==> src/pkg/mcs_defs.svh <==
// constants of the monitoring case selector
`ifndef MCS_DEFS_SVH
`define MCS_DEFS_SVH

// ----------------------------------------
// timing
// ----------------------------------------
// system clock in kHz, i.e. cycles per ms
`define MCS_CLK_KHZ 100000
// least settling delay in ms
`define MCS_MIN_DELAY_MS 12

// ----------------------------------------
// field widths and reset values
// ----------------------------------------
`define MCS_DELAY_W 10
`define MCS_MODE_W 3
`define MCS_CNT_W 32
`define MCS_RST_BIT 1'h0

`endif

==> src/pkg/mcs_pkg.sv <==
// types of the monitoring case selector
`include "mcs_defs.svh"

package mcs_pkg;

    // ----------------------------------------
    // behaviour of one table cell
    // ----------------------------------------
    typedef enum logic [`MCS_MODE_W-1:0] {
        MCS_CELL_NONE = 3'h0,  // no field assigned
        MCS_CELL_FIELD = 3'h1, // follows a real field
        MCS_CELL_OFF = 3'h2,   // always off
        MCS_CELL_ON_NS = 3'h3, // always on, non-safe
        MCS_CELL_ON_S = 3'h4   // always on, safe
    } mcs_cell_t;

    // ----------------------------------------
    // input settling states
    // ----------------------------------------
    typedef enum logic [0:0] {
        MCS_ST_STABLE = 1'h0,
        MCS_ST_SETTLE = 1'h1
    } mcs_fstate_t;

endpackage

==> src/mcs_case_selector.sv <==
// monitoring case selection and cut-off path output drive
//
// How it works
// - equal channels: all safety outputs off, error
// - settle inputs for configurable delay first
// - case only for its own unique combination
// - sleep flag case active: enter sleep
// - one cut-off path per field position
// - path drives pair and/or universal outputs
// - always off: path held off
// - always on non-safe: pair off, universal on
// - always on safe: path held on
// - unassigned cell behaves as always off
// - universal output polarity high or low active
`include "mcs_defs.svh"

module mcs_case_selector
    import mcs_pkg::*;
#(
    parameter int N_IN = 2,
    parameter int N_CASE = 4,
    parameter int N_PATH = 3,
    parameter int N_UNI = 2,
    parameter int MS_CYCLES = `MCS_CLK_KHZ,
    parameter int CW = (N_CASE > 1) ? $clog2(N_CASE) : 1
) (
    // clock and reset
    input wire logic CLK,
    input wire logic SYS_RST,
    // static control input pins, two channels each
    input wire logic [N_IN-1:0] CTRL_A,
    input wire logic [N_IN-1:0] CTRL_B,
    // input configuration
    input wire logic [N_IN-1:0] IN_USED,
    input wire logic ANTIVAL_EN,
    input wire logic [`MCS_DELAY_W-1:0] DELAY_MS,
    // monitoring case table
    input wire logic [N_CASE-1:0] CASE_EN,
    input wire logic [N_CASE*N_IN-1:0] CASE_COMBO,
    input wire logic [N_CASE*N_IN-1:0] CASE_CARE,
    input wire logic [N_CASE-1:0] CASE_SLEEP,
    input wire logic [N_CASE*N_PATH*`MCS_MODE_W-1:0] CELL_MODE,
    // cut-off path output assignment
    input wire logic [N_PATH-1:0] PATH_PAIR,
    input wire logic [N_PATH*N_UNI-1:0] PATH_UNI,
    input wire logic [N_UNI-1:0] UNI_LOW_ACT,
    // field states of the active field set
    input wire logic [N_PATH-1:0] FIELD_CLEAR,
    // safety switch output pair
    output logic SAFE_PAIR_A,
    output logic SAFE_PAIR_B,
    // universal non-safe outputs
    output logic [N_UNI-1:0] UNI_OUT,
    // status
    output logic [CW-1:0] ACTIVE_CASE,
    output logic CASE_VALID,
    output logic SLEEP_REQ,
    output logic ANTIVAL_ERR,
    output logic CONFIG_ERR,
    output logic SETTLING
);

    // ----------------------------------------
    // state
    // ----------------------------------------
    typedef struct packed {
        logic [CW-1:0] case_idx; // last active case
        logic case_valid;        // a case is active
        logic sleep;             // sleep request
        logic pair_on;           // pair on
        logic [N_UNI-1:0] uni;   // universal pin levels
        logic cfg_err;           // overlapping combinations
        logic av_err;            // antivalence error
        logic settling;          // inputs settling
        logic up;                // out of reset
    } mcs_main_t;

    mcs_main_t r, n;

    // filter results
    logic [N_IN-1:0] code;
    logic f_err;
    logic f_settle;

    // lookup results
    logic hit;
    logic [CW-1:0] hit_idx;
    logic dup;
    logic act_now;

    // per path cell behaviour and results
    mcs_cell_t path_mode [N_PATH];
    logic [N_PATH-1:0] path_safe;
    logic [N_PATH-1:0] path_ns;

    // ----------------------------------------
    // functions
    // ----------------------------------------
    // combination of case c fits input code
    function automatic logic fits(input int c,
                                  input logic [N_IN-1:0] v);
        logic [N_IN-1:0] cmb;
        logic [N_IN-1:0] care;
        cmb = CASE_COMBO[c*N_IN +: N_IN];
        care = CASE_CARE[c*N_IN +: N_IN];
        return CASE_EN[c] && (((cmb ^ v) & care) == '0);
    endfunction

    // two enabled cases share some combination
    function automatic logic overlap(input int i, input int j);
        logic [N_IN-1:0] d;
        d = (CASE_COMBO[i*N_IN +: N_IN] ^ CASE_COMBO[j*N_IN +: N_IN])
            & CASE_CARE[i*N_IN +: N_IN] & CASE_CARE[j*N_IN +: N_IN];
        return CASE_EN[i] && CASE_EN[j] && (d == '0);
    endfunction

    // ----------------------------------------
    // input filter
    // ----------------------------------------
    mcs_input_filter #(
        .N_IN(N_IN),
        .MS_CYCLES(MS_CYCLES)
    ) u_filt (
        .clk(CLK),
        .rst(SYS_RST),
        .ch_a(CTRL_A),
        .ch_b(CTRL_B),
        .in_used(IN_USED),
        .antival_en(ANTIVAL_EN),
        .delay_ms(DELAY_MS),
        .code(code),
        .antival_err(f_err),
        .settling(f_settle)
    );

    // ----------------------------------------
    // case lookup
    // ----------------------------------------
    // first fitting case; overlaps flagged as config error
    always_comb begin
        hit = 1'b0;
        hit_idx = '0;
        dup = 1'b0;
        for (int i = 0; i < N_CASE; i++) begin
            if (!hit && fits(i, code)) begin
                hit = 1'b1;
                hit_idx = CW'(i);
            end
            for (int j = i + 1; j < N_CASE; j++) begin
                dup = dup | overlap(i, j);
            end
        end
        // no case while table ambiguous or channels bad
        act_now = hit && !dup && !f_err;
    end

    // ----------------------------------------
    // cut-off paths
    // ----------------------------------------
    // one path per field position of the largest set
    for (genvar p = 0; p < N_PATH; p++) begin : g_path
        always_comb begin
            if (act_now) begin
                path_mode[p] = mcs_cell_t'(CELL_MODE[
                    (int'(hit_idx) * N_PATH + p) * `MCS_MODE_W
                    +: `MCS_MODE_W]);
            end else begin
                path_mode[p] = MCS_CELL_OFF;
            end
        end

        mcs_path_driver u_drv (
            .mode(path_mode[p]),
            .field_clear(FIELD_CLEAR[p]),
            .safe_on(path_safe[p]),
            .nonsafe_on(path_ns[p])
        );
    end

    // ----------------------------------------
    // next state
    // ----------------------------------------
    always_comb begin
        logic any_pair;
        logic pair_ok;
        logic act;
        any_pair = 1'b0;
        pair_ok = 1'b1;
        act = 1'b0;
        n = r;
        n.up = 1'b1;
        n.cfg_err = dup;
        n.av_err = f_err;
        n.settling = f_settle;
        n.case_valid = act_now;
        // keep last index while no case is active
        if (act_now) begin
            n.case_idx = hit_idx;
        end
        // sleep as soon as a flagged case is present
        n.sleep = act_now && CASE_SLEEP[hit_idx];
        // pair on only if every path feeding it is on
        for (int p = 0; p < N_PATH; p++) begin
            if (PATH_PAIR[p]) begin
                any_pair = 1'b1;
                pair_ok = pair_ok & path_safe[p];
            end
        end
        n.pair_on = act_now && any_pair && pair_ok;
        // universal outputs: any assigned path active
        for (int u = 0; u < N_UNI; u++) begin
            act = 1'b0;
            for (int p = 0; p < N_PATH; p++) begin
                act = act | (PATH_UNI[p*N_UNI + u] & path_ns[p]);
            end
            // polarity applied at the pin
            n.uni[u] = (act & act_now) ^ UNI_LOW_ACT[u];
        end
    end

    // ----------------------------------------
    // registers
    // ----------------------------------------
    always_ff @(posedge CLK or posedge SYS_RST) begin
        if (SYS_RST) begin
            r <= '0;
        end else begin
            r <= n;
        end
    end

    // ----------------------------------------
    // outputs, all straight from flops
    // ----------------------------------------
    // both pair pins from one flop, so they can never part
    assign SAFE_PAIR_A = r.pair_on;
    assign SAFE_PAIR_B = r.pair_on;
    assign UNI_OUT = r.uni;
    assign ACTIVE_CASE = r.case_idx;
    assign CASE_VALID = r.case_valid;
    assign SLEEP_REQ = r.sleep;
    assign ANTIVAL_ERR = r.av_err;
    assign CONFIG_ERR = r.cfg_err;
    assign SETTLING = r.settling;
endmodule

==> src/mcs_path_driver.sv <==
// output levels of one cut-off path from its cell behaviour
module mcs_path_driver
    import mcs_pkg::*;
(
    // cell behaviour and field state
    input wire mcs_cell_t mode,
    input wire logic field_clear,
    // path results
    output logic safe_on,
    output logic nonsafe_on
);

    // ----------------------------------------
    // behaviour decode
    // ----------------------------------------
    always_comb begin
        case (mode)
            MCS_CELL_FIELD: begin
                safe_on = field_clear;
                nonsafe_on = field_clear;
            end
            MCS_CELL_ON_NS: begin
                safe_on = 1'b0;
                nonsafe_on = 1'b1;
            end
            MCS_CELL_ON_S: begin
                safe_on = 1'b1;
                nonsafe_on = 1'b1;
            end
            // always off, and unassigned cells
            default: begin
                safe_on = 1'b0;
                nonsafe_on = 1'b0;
            end
        endcase
    end

endmodule

==> src/mcs_input_filter.sv <==
// synchroniser, antivalence check and settling delay of control inputs
`include "mcs_defs.svh"

module mcs_input_filter
    import mcs_pkg::*;
#(
    parameter int N_IN = 2,
    parameter int MS_CYCLES = `MCS_CLK_KHZ
) (
    // clock and reset
    input wire logic clk,
    input wire logic rst,
    // raw two-channel pins
    input wire logic [N_IN-1:0] ch_a,
    input wire logic [N_IN-1:0] ch_b,
    // configuration
    input wire logic [N_IN-1:0] in_used,
    input wire logic antival_en,
    input wire logic [`MCS_DELAY_W-1:0] delay_ms,
    // results
    output logic [N_IN-1:0] code,
    output logic antival_err,
    output logic settling
);

    // ----------------------------------------
    // state
    // ----------------------------------------
    typedef struct packed {
        logic [N_IN-1:0] a1, b1;  // first sync stage
        logic [N_IN-1:0] a2, b2;  // second sync stage
        logic [N_IN-1:0] pend;    // combination being settled
        logic [N_IN-1:0] stable;  // accepted combination
        logic [`MCS_CNT_W-1:0] cnt;
        mcs_fstate_t st;
        logic err;
    } mcs_filt_t;

    mcs_filt_t r, n;
    logic [N_IN-1:0] cand;
    logic [`MCS_DELAY_W-1:0] eff_ms;
    logic [`MCS_CNT_W-1:0] load;

    // ----------------------------------------
    // next state
    // ----------------------------------------
    always_comb begin
        n = r;
        n.a1 = ch_a;
        n.b1 = ch_b;
        n.a2 = r.a1;
        n.b2 = r.b1;
        // channel a carries the value, unused inputs read zero
        cand = r.a2 & in_used;
        // never shorter than the least delay, 1 ms steps
        eff_ms = (delay_ms < `MCS_DELAY_W'(`MCS_MIN_DELAY_MS)) ?
            `MCS_DELAY_W'(`MCS_MIN_DELAY_MS) : delay_ms;
        load = `MCS_CNT_W'(eff_ms) * `MCS_CNT_W'(MS_CYCLES);
        // both channels equal on any used input is an error
        n.err = antival_en & (|(~(r.a2 ^ r.b2) & in_used));
        if (cand != r.pend) begin
            // new combination restarts the settling time
            n.pend = cand;
            n.cnt = load;
            n.st = MCS_ST_SETTLE;
        end else begin
            case (r.st)
                MCS_ST_SETTLE: begin
                    if (r.cnt <= `MCS_CNT_W'(1)) begin
                        n.stable = r.pend;
                        n.st = MCS_ST_STABLE;
                    end else begin
                        n.cnt = r.cnt - `MCS_CNT_W'(1);
                    end
                end
                default: n.st = MCS_ST_STABLE;
            endcase
        end
    end

    // ----------------------------------------
    // registers
    // ----------------------------------------
    always_ff @(posedge clk or posedge rst) begin
        if (rst) begin
            r <= '0;
            // idle pins are a low, b high: no false error after reset
            r.b1 <= '1;
            r.b2 <= '1;
        end else begin
            r <= n;
        end
    end

    assign code = r.stable;
    assign antival_err = r.err;
    assign settling = (r.st == MCS_ST_SETTLE);
endmodule

==> config.mk <==
export PLATFORM = sky130hd
export DESIGN_NAME = mcs_case_selector
export DESIGN_NICKNAME = d
export VERILOG_FILES = /design/src/pkg/mcs_pkg.sv /design/src/mcs_case_selector.sv /design/src/mcs_path_driver.sv /design/src/mcs_input_filter.sv
export VERILOG_INCLUDE_DIRS = /design/src /design/src/pkg
export SDC_FILE = /design/constraint.sdc
export NUM_CORES = 1
export LEC_CHECK = 0
export ABC_AREA = 1
export BUFFER_PORTS_ARGS = -buffer_cell sky130_fd_sc_hd__buf_4
export CAP_MARGIN = 5
export CELL_PAD_IN_SITES_DETAIL_PLACEMENT = 1
export CELL_PAD_IN_SITES_GLOBAL_PLACEMENT = 1
export CORE_MARGIN = 4
export CORE_UTILIZATION = 35
export CTS_CLUSTER_DIAMETER = 120
export DETAILED_ROUTE_END_ITERATION = 7
export GPL_ROUTABILITY_DRIVEN = 1
export PLACE_DENSITY_LB_ADDON = 0.1
export SETUP_SLACK_MARGIN = 0.05
export SYNTH_ARGS = -nofsm -noshare
export SYNTH_HDL_FRONTEND = slang
export SYNTH_SLANG_ARGS = --single-unit
==> constraint.sdc <==
create_clock -name CLK -period 9.44 [get_ports CLK]
set_input_delay 1.888 -clock CLK [delete_from_list [all_inputs] [get_ports CLK]]
set_output_delay 1.888 -clock CLK [all_outputs]
set_load 0.005 [all_outputs]
==> flow_summary.ini <==
[critical_path]
slowest_stage_cell_on_the_critical_path = o2111ai_1
reg2reg_from = u_filt.code[0]
crit_arrival_ns = 6.83
critical_path.max_stage_delay_ns = 0.54
worstPathRequired_ns = 9.63
path_class = input pin to register
cpMostUsedCell = nand2_1
setup.worst_path.start_class = input pin
critical-path-top-delay-family = adder cells
critPathBufInv = 2
critPathMaxFanout = 8
timing.critical_path.to_type = register
worst_setup_path_startpoint = DELAY_MS[2]
cp_cell_sequence = buf_4 > inv_1 > o2111ai_1 > nand2_1 > ha_1 > fa_1 > ha_1 > fa_1 > ha_1 > ha_1 > nand2_1 > nand2_1 > a21oi_1 > o21ai_0 > nand2_1 > nand2_1 > a21oi_1 > o21ai_0 > a31oi_1 > and2_1 > o21ai_0 > a21oi_1

[synthesis]
synthesis.area_per_instance_sq_um = 6.96
synthDistinctLibCells = 56
synth-async-reset-ratio = 1.00
netlist.area_leader.share = 0.192
postSynth.topFlopCell = dfrtp_1
postSynthRegisterBits = 56
synth-warning-count = 0
post_synthesis_cell_type_with_the_largest_combined_area = dfrtp_1
synth_sequential_area_ratio = 0.208
synth_area_leaders = dfrtp_1, ha_1, nand2_1
number_of_flops_mapped_to_enable_cells_by_yosys = 0
synthesis.area_sq_um = 6770
synthCells = 973
synth_fp_nets = 1162

[die]
floorplan.initialDensity = 0.358
fp.dieArea_sq_um = 21600
io_pins = 104
die_x_um = 147
core-area_sq_um = 18900
chipHeight_um = 147
core.rowCount = 50

[run_status]
result_of_the_run = completed

[power_and_ir_drop]
leakage_power_nw = 4.12
pwr-share-seq = 0.268
power.share.clock = 0.154
sw_frac_of_total = 0.462
net-switching-power_uw = 626
power_per_cell_area_nw_per_um2 = 172
power.share.combinational = 0.578
vdd_drop_max_mv = 0.0977
p_int_uw = 727

[sta]
fin_ws_ns = 2.81
final-max-slew-violation-count = 0
grt_setup_unrepaired = no
fmax_mhz = 151
final.setup.tns_ns = 0
maxSlewHeadroom = 0.439
setup_viol = 0
finalCriticalPeriod_ns = 6.63
final.period_utilization = 0.703
final_hold_viol_count = 0
timing_worst_slew_pin_value_ns = 0.840
fin_skew_ns = 0.0123

[worst_hold_path]
hold_path_class = register to register
holdCritStartpoint = u_filt.n[41]

[place]
portBuffers = 103
detailedPlacementHpwl_mm = 16.3
numPlacedInstances = 1312
place_congestion = 0.810
placed_cell_area_sq_um = 7710
detailedPlace.worstSlack_ns = 2.49

[grt]
grt_antenna_before_repair = 0
grt_use_total = 0.193
vias_in_the_first_global_route = 7033
grt-ovfl-total = 0
grt_first_pass_wirelength_mm = 34.9
grt_start_max_net_pins = 57

[detailed_routing]
vias = 6792
number_of_design_rule_violations_left_by_the_first_detailed_router_iteration = 212
drt_first_pass_iters = 4
drc = 0
via_per_inst = 5.15
drt.antenna.violating_nets = 0
wl_per_cell_um = 15.6
route.final.wire_length_mm = 20.7

[layout]
finalNetCount = 1248
fillers = 2487
layout_cell_share_with_drive_strength_beyond_1 = 0.170
antenna-diode-count = 0
synth_to_final_area_change_pct = 16.3
most_frequent_cells_in_the_layout = nand2_1, inv_1, nand3_1
final_cell_area_sq_um = 7870
layout_commonest_cell = nand2_1
final_cells = 1320

[clocking]
clockRootBuffer = clkbuf_16
postCtsHoldBufs = 0
clock_sink_count = 56
clock_tree.htree_level_count = 2
cts-resized-gates = 0
clk_pin_slew_worst_paths_ns = 0.08
cts_buffers = 5
cts-root-to-sink-buffers = 2
clock_latency_ns = 0.31
postCtsSetupBuffers = 0
cts_tree = yes

[flow_run]
cap_viol_max_count = 0
path summary, 6_finish.rpt:
kind | slack [ns] | cells after the start | to
max in group asynchronous | 7.14 | 3 | u_filt.r[27]
min in group asynchronous | 1.79 | 3 | u_filt.n[40]
setup / recovery | 2.81 | 22 | u_filt.r[24]
setup reg to reg | 5.25 | 22 | UNI_OUT[1]
hold reg to reg | 0.35 | 0 | u_filt.r[41]
hold / removal | 0.35 | 0 | u_filt.r[41]
power by group through the flow:
stage	Clock (mW)	Sequential (mW)	Combinational [mW]
after floorplan	0	0.352	0.588
after CTS	0.215	0.363	0.797
after global routing	0.227	0.374	0.915
after detailed placement	0	0.367	0.789
after global placement	0	0.366	0.781
final	0.209	0.363	0.782
final cells by class:
type,count,area (sq um),area share
Multi-Input combinational cell,736,4610,0.585
Sequential cell,56,1410,0.179
Timing Repair Buffer,106,796,0.101
Inverter,154,581,0.0737
Tap cell,260,325,0.0413
Clock buffer,6,139,0.0176
Clock inverter,2,18.8,0.00238
flip-flops by register name, summed over array words and instances, names as in the netlist:
signal              flops
u_filt.r               38
u_filt.n                4
ACTIVE_CASE             2
UNI_OUT                 2
u_filt.code             2
ANTIVAL_ERR             1
CASE_VALID              1
CONFIG_ERR              1
SAFE_PAIR_A             1
SETTLING                1
SLEEP_REQ               1
u_filt.antival_err      1
u_filt.settling         1
kinds of logic (layout without fill, tap and decap cells):
| kind of cell | Yosys count | count (layout) | synth area share |
|---|---|---|---|
| AO/OA/AOI/OAI | 162 | 162 | 0.141 |
| XOR/XNOR | 18 | 18 | 0.0233 |
| adder cells (fa/ha/maj) | 96 | 96 | 0.197 |
| buffers and inverters | 181 | 268 | 0.112 |
| flip-flops | 56 | 56 | 0.208 |
| AND/OR/NAND/NOR | 460 | 460 | 0.319 |
per-layer routing:
layer,share of wire,GRT usage
met5,0,0
met1,0.48,0.260
met4,0.0083,0.0317
met3,0.031,0.0216
met2,0.48,0.341
cell usage after synthesis (5+ instances only):
library cell,instances
nand2_1,185
inv_1,142
nand3_1,119
ha_1,78
nor2_1,77
a21oi_1,54
o21ai_0,53
dfrtp_1,52
fa_1,18
nand4_1,18
clkbuf_1,12
inv_2,11
xor2_1,10
a31oi_1,9
nand3b_1,9
or2_2,9
nor2_2,8
xnor2_1,8
nor3_1,7
a21oi_2,6
nand3_2,6
o211ai_1,6
buf_2,5
nand2_2,5
o21ai_1,5
metrics by stage:
step                 util  power [mW]  hold slack [ns]
floorplan               -       0.941            0.331
global placement    0.408        1.15            0.343
detailed placement  0.408        1.16            0.337
CTS                 0.417        1.37            0.355
global route        0.417        1.52            0.358
finish              0.417        1.35            0.352
(Power assumes the default switching activity.)
